[src/rtl/catm_map.vh]
`ifndef CATM_MAP_VH
`define CATM_MAP_VH

// ----------------------------------------------------------------------------
// Register addresses
// ----------------------------------------------------------------------------
`define CATM_ADDR_TAG1        8'hBC
`define CATM_ADDR_TAG2        8'hBD
`define CATM_ADDR_TAG3        8'hBE
`define CATM_ADDR_TAG4        8'hBF
`define CATM_ADDR_MSK1        8'hC4
`define CATM_ADDR_MSK2        8'hC5
`define CATM_ADDR_MSK3        8'hC6
`define CATM_ADDR_MSK4        8'hC7

// ----------------------------------------------------------------------------
// Sizes and field positions
// ----------------------------------------------------------------------------
`define CATM_NUM_OBJ          4
`define CATM_OBJ_W            2
`define CATM_ID_W             29
`define CATM_STD_ID_W         11
`define CATM_BIT_RTR          2
`define CATM_BIT_RB1          1
`define CATM_BIT_RB0          0
`define CATM_BIT_IDE          0
`define CATM_TAG4_LSB         24
`define CATM_STD_LOW_MASK     8'hE0
`define CATM_STD_FLAG_MASK    8'h05
`define CATM_EXT_FLAG_MASK    8'hFF
`define CATM_MSK4_STD_MASK    8'h05
`define CATM_MSK4_EXT_MASK    8'hFD
`define CATM_ZERO_BYTE        8'h00

`endif

[src/rtl/catm_bank.v]
`timescale 1ns/1ps
`include "catm_map.vh"

// ----------------------------------------------------------------------------
// One object's tag and mask storage, no reset value.
// ----------------------------------------------------------------------------
module catm_bank (
    // Clock
    input  wire        clk,
    // Write port
    input  wire        wr_en,
    input  wire [2:0]  wr_sel,
    input  wire [7:0]  wr_data,
    // Stored bytes
    output wire [63:0] regs
);
    wire [7:0] sel_hot = 8'h01 << wr_sel;

    genvar g;
    generate
        for (g = 0; g < 8; g = g + 1) begin : g_byte
            reg [7:0] byte_q;

            always @(posedge clk) begin
                if (wr_en && sel_hot[g]) begin
                    byte_q <= wr_data;
                end
            end
            assign regs[g*8 +: 8] = byte_q;
        end
    endgenerate
endmodule

[src/rtl/catm_match.v]
`timescale 1ns/1ps
`include "catm_map.vh"

// ----------------------------------------------------------------------------
// Masked acceptance compare for one object.
// ----------------------------------------------------------------------------
module catm_match (
    // Frame fields
    input  wire [28:0] rx_id,
    input  wire        rx_rtr,
    input  wire        rx_ide,
    input  wire        rx_rb1,
    input  wire        rx_rb0,
    // Object setup
    input  wire        ext_sel,
    input  wire [63:0] regs,
    // Result
    output wire        hit
);
    wire [7:0]  t1 = regs[7:0];
    wire [7:0]  t2 = regs[15:8];
    wire [7:0]  t3 = regs[23:16];
    wire [7:0]  t4 = regs[31:24];
    wire [7:0]  m1 = regs[39:32];
    wire [7:0]  m2 = regs[47:40];
    wire [7:0]  m3 = regs[55:48];
    wire [7:0]  m4 = regs[63:56];
    wire [28:0] tag_ext = {t1, t2, t3, t4[7:3]};
    wire [28:0] msk_ext = {m1, m2, m3, m4[7:3]};
    wire [10:0] tag_std = {t1, t2[7:5]};
    wire [10:0] msk_std = {m1, m2[7:5]};
    wire        id_ok;
    wire        rtr_ok;
    wire        ide_ok;
    wire        rb_ok;

    // Mask bit 0 forces the compare true; mask bit 1 enables it.
    assign id_ok  = ext_sel ? (((rx_id ^ tag_ext) & msk_ext) == 29'h0000000)
                            : (((rx_id[10:0] ^ tag_std) & msk_std) == 11'h000);
    assign rtr_ok = ~((rx_rtr ^ t4[`CATM_BIT_RTR]) & m4[`CATM_BIT_RTR]);
    assign ide_ok = ~((rx_ide ^ ext_sel) & m4[`CATM_BIT_IDE]);
    // Reserved-bit tags are stored in every layout but compared only where the layout holds them.
    assign rb_ok  = (rx_rb0 == t4[`CATM_BIT_RB0]) &&
                    (~ext_sel || rx_rb1 == t4[`CATM_BIT_RB1]);
    assign hit    = id_ok & rtr_ok & ide_ok & rb_ok;
endmodule

[src/rtl/catm_tag_mask.v]
// Operation
// - A mask bit of 0 forces its identifier bit compare true, a 1 enables it.
// - Masks only filter received frames and never touch transmitted ones.
// - Mask register four bit 2 forces or enables the remote-request compare.
// - Mask register four bit 0 forces or enables the extension-flag compare.
// - Standard tag register four holds remote-request at bit 2, reserved-0 at bit 0.
// - Extended tag register four holds id 4..0 in bits 7..3 plus three flag tags.
// - The reserved-1 tag lives at bit 1 only in the extended layout and is compared.
// - Extended tag registers one to three hold id 28..21, 20..13 and 12..5.
// - Extended mask registers one and two hold mask 28..21 and 20..13.
// - Standard mask one holds mask 10..3, mask two holds mask 2..0 in bits 7..5.
// - Standard mask register three has only reserved bits.
// - Tag and mask registers get no value from reset.
// - The extension select picks the 11-bit layout at 0 and 29-bit at 1.
// - Standard tag one holds id 10..3, tag two holds id 2..0 in bits 7..5.
`timescale 1ns/1ps
`include "catm_map.vh"

module catm_tag_mask (
    // Clock and reset
    input  wire        clk,
    input  wire        rst,
    // Register port
    input  wire [7:0]  reg_addr,
    input  wire        reg_wr,
    input  wire        reg_rd,
    input  wire [7:0]  reg_wdata,
    output wire [7:0]  reg_rdata,
    output wire        reg_hit,
    // Object selection and configuration
    input  wire [1:0]  page_obj,
    input  wire [3:0]  obj_ext_sel,
    input  wire [3:0]  obj_rx_enable,
    // Received frame fields
    input  wire        rx_valid,
    input  wire [28:0] rx_id,
    input  wire        rx_rtr,
    input  wire        rx_ide,
    input  wire        rx_rb1,
    input  wire        rx_rb0,
    // Acceptance result
    output wire [3:0]  rx_accept,
    output wire        rx_accept_valid,
    // Transmit view of the paged object
    output wire [28:0] tx_id,
    output wire        tx_ide,
    output wire        tx_rtr,
    output wire        tx_rb1,
    output wire        tx_rb0
);
    // ------------------------------------------------------------------------
    // Address decode
    // ------------------------------------------------------------------------
    reg  [2:0]   sel;
    reg          sel_ok;
    wire [255:0] bank_regs;
    wire [63:0]  page_regs;
    wire         page_ext;
    reg  [7:0]   raw;
    reg  [7:0]   rd_q;
    reg  [3:0]   accept_q;
    reg          accept_v_q;
    wire [3:0]   hits;
    wire [3:0]   page_hot;

    always @* begin
        sel_ok = 1'b1;
        sel    = 3'd0;
        case (reg_addr)
            `CATM_ADDR_TAG1: sel = 3'd0;
            `CATM_ADDR_TAG2: sel = 3'd1;
            `CATM_ADDR_TAG3: sel = 3'd2;
            `CATM_ADDR_TAG4: sel = 3'd3;
            `CATM_ADDR_MSK1: sel = 3'd4;
            `CATM_ADDR_MSK2: sel = 3'd5;
            `CATM_ADDR_MSK3: sel = 3'd6;
            `CATM_ADDR_MSK4: sel = 3'd7;
            default:         sel_ok = 1'b0;
        endcase
    end

    assign reg_hit  = sel_ok;
    assign page_hot = 4'h1 << page_obj;

    // ------------------------------------------------------------------------
    // Per-object storage and compare
    // ------------------------------------------------------------------------
    genvar g;
    generate
        for (g = 0; g < `CATM_NUM_OBJ; g = g + 1) begin : g_obj
            // Registers are plain storage without reset.
            catm_bank u_bank (
                .clk     (clk),
                .wr_en   (reg_wr && sel_ok && page_hot[g]),
                .wr_sel  (sel),
                .wr_data (reg_wdata),
                .regs    (bank_regs[g*64 +: 64])
            );
            catm_match u_match (
                .rx_id   (rx_id),
                .rx_rtr  (rx_rtr),
                .rx_ide  (rx_ide),
                .rx_rb1  (rx_rb1),
                .rx_rb0  (rx_rb0),
                .ext_sel (obj_ext_sel[g]),
                .regs    (bank_regs[g*64 +: 64]),
                .hit     (hits[g])
            );
        end
    endgenerate

    assign page_regs = bank_regs[page_obj*64 +: 64];
    assign page_ext  = obj_ext_sel[page_obj];

    // ------------------------------------------------------------------------
    // Read path, layout aware
    // ------------------------------------------------------------------------
    always @* begin
        raw = page_regs[sel*8 +: 8];
        case (sel)
            3'd1: raw = page_ext ? raw : (raw & `CATM_STD_LOW_MASK);
            3'd2: raw = page_ext ? raw : `CATM_ZERO_BYTE;
            3'd3: raw = page_ext ? (raw & `CATM_EXT_FLAG_MASK)
                                 : (raw & `CATM_STD_FLAG_MASK);
            3'd5: raw = page_ext ? raw : (raw & `CATM_STD_LOW_MASK);
            3'd6: raw = page_ext ? raw : `CATM_ZERO_BYTE;
            3'd7: raw = page_ext ? (raw & `CATM_MSK4_EXT_MASK)
                                 : (raw & `CATM_MSK4_STD_MASK);
            default: raw = raw;
        endcase
    end

    always @(posedge clk) begin
        if (rst) begin
            rd_q <= `CATM_ZERO_BYTE;
        end else if (reg_rd && sel_ok) begin
            rd_q <= raw;
        end
    end

    assign reg_rdata = rd_q;

    // ------------------------------------------------------------------------
    // Acceptance, reception objects only
    // ------------------------------------------------------------------------
    always @(posedge clk) begin
        if (rst) begin
            accept_q   <= 4'h0;
            accept_v_q <= 1'b0;
        end else begin
            accept_v_q <= rx_valid;
            accept_q   <= rx_valid ? (hits & obj_rx_enable) : 4'h0;
        end
    end

    assign rx_accept       = accept_q;
    assign rx_accept_valid = accept_v_q;

    // ------------------------------------------------------------------------
    // Transmit fields ignore the mask entirely
    // ------------------------------------------------------------------------
    assign tx_ide = page_ext;
    assign tx_id  = page_ext ? {page_regs[7:0], page_regs[15:8], page_regs[23:16],
                                page_regs[31:27]}
                             : {18'h00000, page_regs[7:0], page_regs[15:13]};
    assign tx_rtr = page_regs[`CATM_TAG4_LSB + `CATM_BIT_RTR];
    assign tx_rb1 = page_ext & page_regs[`CATM_TAG4_LSB + `CATM_BIT_RB1];
    assign tx_rb0 = page_regs[`CATM_TAG4_LSB + `CATM_BIT_RB0];
endmodule

[config.mk]
export PLATFORM = sky130hd
export DESIGN_NAME = catm_tag_mask
export DESIGN_NICKNAME = d
export VERILOG_FILES = /design/src/rtl/catm_bank.v /design/src/rtl/catm_match.v /design/src/rtl/catm_tag_mask.v
export VERILOG_INCLUDE_DIRS = /design/src /design/src/rtl
export SDC_FILE = /design/constraint.sdc
export NUM_CORES = 1
export LEC_CHECK = 0
export ABC_AREA = 1
export BUFFER_PORTS_ARGS = -buffer_cell sky130_fd_sc_hd__buf_2
export CAP_MARGIN = 10
export CORE_MARGIN = 3
export CORE_UTILIZATION = 55
export DETAILED_ROUTE_END_ITERATION = 8
export GPL_TIMING_DRIVEN = 1
export PLACE_DENSITY = 0.74
export SYNTH_ARGS = -nofsm -noshare
export SYNTH_HDL_FRONTEND = slang
export SYNTH_SLANG_ARGS = --single-unit
[constraint.sdc]
create_clock -name clk -period 6.2 [get_ports clk]
set_input_delay 0.93 -clock clk [delete_from_list [all_inputs] [get_ports clk]]
set_output_delay 0.93 -clock clk [all_outputs]
set_load 0.02 [all_outputs]
Yosys cells after proc, flatten, opt, wreduce, memory -nomap -nowiden
Cells that the tools add are included.
- bitwise logic cells: 59
- shift-type cells: 4
- muxes and demuxes: 14
- $lt $le $gt $ge: 1
- equal/unequal tests: 22
- reduce and logical (&&, ||, !) cells: 58
- operator list (operator ; number):
    $shiftx 256x9->64 ; 1
    $and 29x29->29 ; 4
    $logic_not 29->1 ; 4
    $xor 29x29->29 ; 4
    $eq 8x8->1 const B ; 8
    $shiftx 64x7->8 ; 1
    $and 11x11->11 ; 4
    $logic_not 11->1 ; 4
    $xor 11x11->11 ; 4
    $logic_and 1x1->1 ; 42
    $pmux 8 s4 ; 1
    $mux 29 ; 1
    $mux 8 ; 3
    $and 1x1->1 ; 21
    $pmux 3 s7 ; 1
    $not 1->1 ; 13
    $eq 3x3->1 const B ; 3
    $eq 1x1->1 ; 8
    $reduce_or 8->1 ; 1
    $shl 1x3->8 const A ; 1
    $xor 1x1->1 ; 8
    $eq 3x2->1 const B ; 2
    $mux 1 ; 6
    $reduce_or 2->1 ; 3
    other kinds (7) ; 10
- output and inout port bits: 47
- input port bits: 64
- logic and storage cells: 193
- bits in registers: 269

Longest topological paths before layout
Gate-level depths: netlist of the first run.
- depth in word-level cells: 8
- mapped depth: 13
- gate-level depth less buffers: 12

Cells and area by module
Synthesis of the first run repeated with hierarchy kept, for this count alone.
- cells, all modules: 1980
- area total of the unflattened synthesis: 15162.0 sq um
- modules (own cells, without submodules) (module ; cells an instance ; instances ; sequential area each (sq um) ; area each (sq um)):
    catm_bank ; 81 ; 4 ; 1921.8 ; 1985.7
    catm_match ; 220 ; 4 ; 0.0 ; 944.7
    catm_tag_mask ; 776 ; 1 ; 260.2 ; 3440.8

Worst setup path after synthesis of the first run
Ideal clock, no wire load.
- path type: in2out
- from: in page_obj[1]
- to: out tx_id[0]
- path slack: 2980 ps
- data required time: 5270 ps
- arrival time: 2290 ps
- stages on the path: 9
- path buffers: 3
- path through: inv_1 -> buf_2 -> nand2_1 -> nor2_1 -> nor2_1 -> nand2_1 -> buf_2 -> clkbuf_1 -> o21ai_0
- word-level cells in the longest chain between the ends: 3
- elaborated cells on any way between the ends: 4
- classes of those cells: shift: 1; mux: 3
- RTL lines (element ; line ; source):
    from (decl) ; catm_tag_mask.v:31 ; input wire [1:0] page_obj,
    branches (longest 2 deep; another with $shiftx 256x9->64) ; -- ;
    $mux 29 (*) ; catm_tag_mask.v:163 ; assign tx_id = page_ext ? {page_regs[7:0], page_regs[15:8], page_regs[23:16],
    to (decl) ; catm_tag_mask.v:45 ; output wire [28:0] tx_id,
Mark *: on every way between the ends. The select of a mux whose other input is x is not followed.

Final worst setup path of the first run
- from: in page_obj[0]
- to: out tx_id[5]
Same word-level chain as after synthesis.

==> metrics.cfg, run 1 <==
[outcome]
run_status=completed

[cells_and_area]
layout_overhead_on_the_synthesized_area_pct=13.2
final_area_mm2=0.0159
num-fill-cells=2099
count_of_nets_after_finishing=1850
layout-drive-gt1-share=0.111

[timing]
slew_headroom=0.0869
final_hold_violation_count=0
timing.final.setup_violations=0
actual_transition_at_the_worst_max_transition_pin_ns=1.36
rsz0062_at_grt=no
post-route-period-util=0.786
setup_tns_ns=0
clock_skew_ns=0.0258
finalWorstPathRequiredPeriod_ns=4.87
achievable_frequency_mhz=205
timing_max_transition_violations_final=0

[global_routing]
grt_util_met1=0.558
vias_in_the_first_global_route=12100
grt_most_used_layer=met2
grt_pass1_wl_um=81600
grt_antenna_before_repair=2
total_global_routing_track_utilization=0.400
use_met3=0.0907
largest_net_degree_at_the_start_of_global_routing=39
global_route.overflow_total=0
groute.layer.met2.usage=0.603

[drt]
drcViolationCount=0
detail_route.vias_per_cell=6.22
route.detailed.wl_per_inst_um=26.5
drt_iter0_markers=2399
route.final.wire_length_um=56600
antenna_violating_nets_post_route=0
route.vias.total=13300
detailedRoute.firstPassIterationCount=6

[cts]
cts-root-to-sink-buffers=3
cts_setup_buffers=0
hold_buffers=0
clock_buffer_count_from_cts=29
clockRootBuffer=clkbuf_16
clock_tree.htree_level_count=1
tritoncts=built
clk_transition_reported_paths_ns=0.07
ctsResizeCount=0
cts.sinks=269
clock_latency_ns=0.58

[synthesis]
synth_top_area_cell=edfxtp_1
postSynthNetCount=1750
count_of_synthesis_stage_warnings_from_yosys=0
ys.flop_type=edfxtp_1
post_synth_num_cell_types=37
synth_edf_count=256
synth_area_mm2=0.0141
ys_seq_area_frac=0.564
synth.top_cell.area_share=0.546
async_reset_ff_frac=0
ys_ff_latch=269
syn-mean-instance-area_um2=8.35
netlist_instances=1686
ys_top_cells_by_area=edfxtp_1, nand2_1, nor2_1, o21ai_0, nand3_1

[flow_run]
max_cap_viol_count=0

[power]
worst_ir_drop_vdd_uv=312
power-per-cell-area_mw_per_mm2=266
leakage_nw=6.58

[floorplanning]
fp.dieH_um=166
rows=57
io_pins=111
core_area_mm2=0.0247
starting_density_of_the_core=0.569
floorplan_die_width_um=166
die_area_mm2=0.0276

[critical_path]
crit_path_end_kind=primary output
setup.worst_path.start=page_obj[0]
crit-reg2reg-launch=g_obj[1].u_bank.g_byte[1].byte_q[5]$_DFFE_PP_
worst_setup_path_start_kind=input port
critical_path_required_ns=5.27
critical_path.reg2reg.endpoint=rx_accept[1]$_SDFF_PP0_
worstPathMaxFanout=23
depth_of_the_worst_register_to_register_path=7
critical_path.max_stage_delay_ns=0.64
critical_path.slowest_cell=nand2_1
crit_path_end=tx_id[5]
arrival_ns=3.94
path_type_of_the_worst_setup_path=input port to primary output
worst-r2r-setup-slack_ns=4.13
cell_breakdown_of_the_critical_path=buf_2 > inv_1 > nand2_1 > nor2_1 > nor2_1 > nand2_1 > inv_2 > o21ai_0 > o21ai_0 > buf_2

[placement]
io_buffers=110
dpl.hpwl_um=41100
gp_congestion=1.11
dpl_cell_area_mm2=0.0149

[hold_path]
holdCritPathClass=register to register

[flip-flops by register name (all words and copies together), names as in the netlist]
name and count:
rx_accept_valid 1, rx_accept 4, g_obj.u_bank.g_byte.byte_q 256, reg_rdata 8
[power breakdown]
part	leakage [nW]	total, mW	internal [mW]	switching (mW)
Clock	0.487	1.85	1.10	0.746
Sequential	2.40	1.99	1.99	0.00117
Combinational	3.69	0.401	0.0966	0.304
[cells in the mapped netlist (2+ instances only)]
library cell  number
xnor2_1            9
edfxtp_1         256
a221oi_1           4
clkbuf_1          27
nand2_1          585
a211oi_1           4
dfxtp_1           13
nand4_1           25
nor3_1             8
xor2_1             3
a22oi_1            7
o2111ai_1          3
or2_2             23
nor2_1           215
buf_2             23
o21ai_0          131
a31oi_1            3
a21oi_1           46
nor4_1             2
buf_1              5
inv_1            123
o22ai_1           21
nand3_1          129
clkinv_1           3
o21a_1             6
[worst min path at each step]
stage,cells after the start,end,from
floorplan,3,rx_accept[3]$_SDFF_PP0_,g_obj[3].u_bank.g_byte[7].byte_q[2]$_DFFE_PP_
global placement,2,reg_rdata[1]$_SDFFE_PP0P_,reg_rdata[1]$_SDFFE_PP0P_
detailed placement,2,reg_rdata[6]$_SDFFE_PP0P_,reg_rdata[6]$_SDFFE_PP0P_
CTS,2,reg_rdata[6]$_SDFFE_PP0P_,reg_rdata[6]$_SDFFE_PP0P_
global route,2,reg_rdata[6]$_SDFFE_PP0P_,reg_rdata[6]$_SDFFE_PP0P_
finish,2,reg_rdata[6]$_SDFFE_PP0P_,reg_rdata[6]$_SDFFE_PP0P_
[stage by stage]
step | power, mW | setup WS (ns) | hold slack, ns | utilization | std cells
3_3_place_gp | 2.41 | 1.57 | 0.450 | 0.603 | 2078
2_1_floorplan | 2.23 | 2.98 | 0.517 | - | 1686
3_5_place_dp | 2.41 | 1.43 | 0.459 | 0.603 | 2078
5_1_grt | 4.33 | 1.19 | 0.496 | 0.644 | 2132
4_1_cts | 4.21 | 1.44 | 0.469 | 0.644 | 2131
6_report | 4.24 | 1.33 | 0.469 | 0.644 | 2134
[kinds of logic after synthesis]
kind of cell           after synthesis  synth area share
AO/OA/AOI/OAI                      230            0.0897
XOR/XNOR                            12           0.00746
buffers and inverters              183            0.0511
flip-flops                         269             0.564
AND/OR/NAND/NOR                    992             0.287
[layout by cell type (no fill, tap or decap), types with 5 or more instances in the layout]
cell	instances
nand4_1	25
nand2_1	585
inv_1	123
buf_4	13
buf_2	110
or2_2	23
clkbuf_16	29
clkinv_2	5
bufinv_16	6
dfxtp_1	13
nor2_1	213
o21ai_0	131
a21oi_1	46
nor3_1	8
xnor2_1	9
nand3_1	129
clkinv_1	9
o21a_1	6
a22oi_1	7
edfxtp_1	256
o22ai_1	21
[final cells by class]
class	count	area [um2]	share of cell area
antenna	2	5.00	0.000314
clock buffer	33	741	0.0465
clock inverter	20	255	0.0160
inverter	127	477	0.0299
multi-input combinational	1234	5430	0.341
sequential	269	7950	0.498
tap	324	405	0.0254
timing repair buffer	125	679	0.0426
[metal layers]
layer | wire, um | share of wire
met3 | 7890 | 0.14
met1 | 21000 | 0.37
met2 | 24600 | 0.43
met5 | 0 | 0
met4 | 3130 | 0.055
[worst max-delay path, delay by kind of cell]
family | cells | cell delay [ns]
buffers and inverters | 4 | 1.37
AOI/OAI and AO/OA | 2 | 0.27
and+or+nand+nor | 4 | 1.35
No activity file was read; power rests on OpenSTA's default activity.
==> run 2, diff against run 1 <==
Clock period 6.2 ns to 4.5 ns, I/O delays scaled along.
==> run 2 against run 1 <==
Sequential cell count unchanged. First-iteration DRC count decreased by 0.38%. Final area increased by 0.90%. Worst hold slack got worse by 0.069 ns. Die area unchanged. Largest cell class unchanged. Critical path type unchanged. Clock-buffer cell count increased by 4. Sequential power increased by 38%. Critical endpoint is now tx_id[9]. Setup slack got worse by 0.63 ns. Clock skew decreased by 0.017 ns. Register-to-register slack got worse by 1.8 ns.
==> metrics.cfg, run 2 (synthesis results as in run 1) <==
[global_routing]
global_route.overflow_total=0  ; unchanged
grt_antenna_before_repair=4  ; +2
total_global_routing_track_utilization=0.400  ; about the same
vias_in_the_first_global_route=12300  ; +1.2%
largest_net_degree_at_the_start_of_global_routing=36  ; -7.7%
grt_pass1_wl_um=81100  ; -0.63%

[cells_and_area]
multi_input_area_mm2=0.00543  ; unchanged
layout-drive-gt1-share=0.125  ; +0.0142
largest_reg_flops=256  ; unchanged
count_of_nets_after_finishing=1879  ; +1.6%
sequential_cell_area_mm2=0.00795  ; unchanged
regMostFlops=g_obj.u_bank.g_byte.byte_q
num-fill-cells=2083  ; -0.76%
final_cell_count_no_fill=2159  ; +1.2%
layout_overhead_on_the_synthesized_area_pct=14.3
layout_common_cells=nand2_1, edfxtp_1, nor2_1, o21ai_0, nand3_1
layout_commonest_cell=nand2_1

[cts]
cts-root-to-sink-buffers=3  ; unchanged
ctsResizeCount=0  ; unchanged
clock_tree.htree_level_count=1  ; unchanged
tritoncts=built
clockRootBuffer=clkbuf_16
cts.sinks=269  ; unchanged
hold_buffers=0  ; unchanged
clk_transition_reported_paths_ns=0.06  ; about the same
cts_setup_buffers=0  ; unchanged
clock_latency_ns=0.56  ; -0.02 ns
clock_buffer_count_from_cts=28  ; -3.4%

[drt]
detailedRoute.firstPassIterationCount=9  ; +3
detail_route.vias_per_cell=6.20  ; -0.34%
antenna_violating_nets_post_route=0  ; unchanged
route.final.wire_length_um=56400  ; -0.35%
drt_iter0_markers=2390  ; -0.38%
route.detailed.wl_per_inst_um=26.1  ; -1.5%
drcViolationCount=0  ; unchanged
route.vias.total=13400  ; +0.83%

[timing]
layout_setup_ws_ns=0.702  ; -0.626 ns
actual_transition_at_the_worst_max_transition_pin_ns=1.02  ; -0.348 ns
post-route-period-util=0.844
rsz0062_at_grt=no
achievable_frequency_mhz=263
setup_tns_ns=0  ; unchanged
timing.final.setup_violations=0  ; unchanged
clock_skew_ns=0.00849  ; -0.0173 ns
final_hold_violation_count=0  ; unchanged
slew_headroom=0.322  ; +0.235
timing_max_transition_violations_final=0  ; unchanged
finalWorstPathRequiredPeriod_ns=3.80

[critical_path]
worstPathMaxFanout=22  ; -4.3%
worst_setup_path_start_kind=input port
path_type_of_the_worst_setup_path=input port to primary output
arrival_ns=3.12  ; -0.82 ns
critical_path_required_ns=3.83  ; -1.44 ns
worst-r2r-setup-slack_ns=2.36  ; -1.77 ns
crit_path_end_kind=primary output

[floorplanning]
io_pins=111  ; unchanged
floorplan_die_width_um=166  ; unchanged
starting_density_of_the_core=0.569  ; unchanged
core_area_mm2=0.0247  ; unchanged
rows=57  ; unchanged
die_area_mm2=0.0276  ; unchanged
fp.dieH_um=166  ; unchanged

[hold_path]
holdCritPathClass=input port to register

[placement]
gp_congestion=1.05  ; -5.3%
io_buffers=110  ; unchanged
placed_instances=2109  ; +1.5%
place_ws_ns=0.933  ; -0.495 ns
dpl.hpwl_um=41900  ; +1.9%

[power]
leakage_nw=6.69  ; +1.7%
final_total_pwr_mw=5.67  ; +34%
power-per-cell-area_mw_per_mm2=352  ; +33%
worst_ir_drop_vdd_uv=327  ; +4.6%

[flow_run]
max_cap_viol_count=0  ; unchanged

[outcome]
run_status=completed

## run 2: changes by cell type in the layout (fill, tap and decap cells not counted), moves of 2 or more
cell / delta
buf_4: +31
clkinv_1: -5
bufinv_16: -3
clkbuf_8: +3
clkbuf_1: +2
clkinv_2: -2
clkinvlp_4: +2
## run 2: through the flow
stage / hold WS (ns) / util / cell area (um2)
after detailed placement: 0.452 / 0.613 / 15200
final: 0.400 / 0.650 / 16100
after global routing: 0.404 / 0.650 / 16100
after CTS: 0.385 / 0.650 / 16100
after global placement: 0.450 / 0.613 / 15200
after floorplan: 0.517 / - / 14100
## run 2: area by class of cell
class                           instances  area share
Antenna cell                            1    0.000156
Clock buffer                           37      0.0475
Clock inverter                         12     0.00972
Inverter                              127      0.0296
Multi-Input combinational cell       1234       0.338
Sequential cell                       269       0.494
Tap cell                              324      0.0252
Timing Repair Buffer                  155      0.0560
## run 2: power breakdown
part	switching, mW	internal [mW]	leakage [nW]	total, mW
clock network	1.01	1.36	0.441	2.37
logic	0.420	0.138	3.84	0.557
registers	0.00159	2.74	2.40	2.74
total	1.43	4.24	6.69	5.67
## run 2: path summary, 6_finish.rpt
check,end,cells after the start,from
setup / recovery,tx_id[9],7,page_obj[1]
hold / removal,rx_accept_valid$_SDFF_PP0_,3,rx_valid
setup reg to reg,rx_accept[2]$_SDFF_PP0_,6,g_obj[2].u_bank.g_byte[1].byte_q[5]$_DFFE_PP_
hold reg to reg,reg_rdata[1]$_SDFFE_PP0P_,2,reg_rdata[1]$_SDFFE_PP0P_
## run 2: worst max-delay path, cell delays in order
cell	delay, ns
buf_2	0.40
nand2_1	0.64
buf_4	0.41
o22ai_1	0.18
nor2_1	0.13
o21ai_0	0.42
buf_2	0.26
## run 2: layer usage
layer  vias up  GRT usage  part of all wire
met5         -          0           0.00076
met4         6      0.211             0.068
met3       209     0.0997              0.14
met2      1115      0.588              0.42
met1      6144      0.552              0.36
li1       5913          -                 -
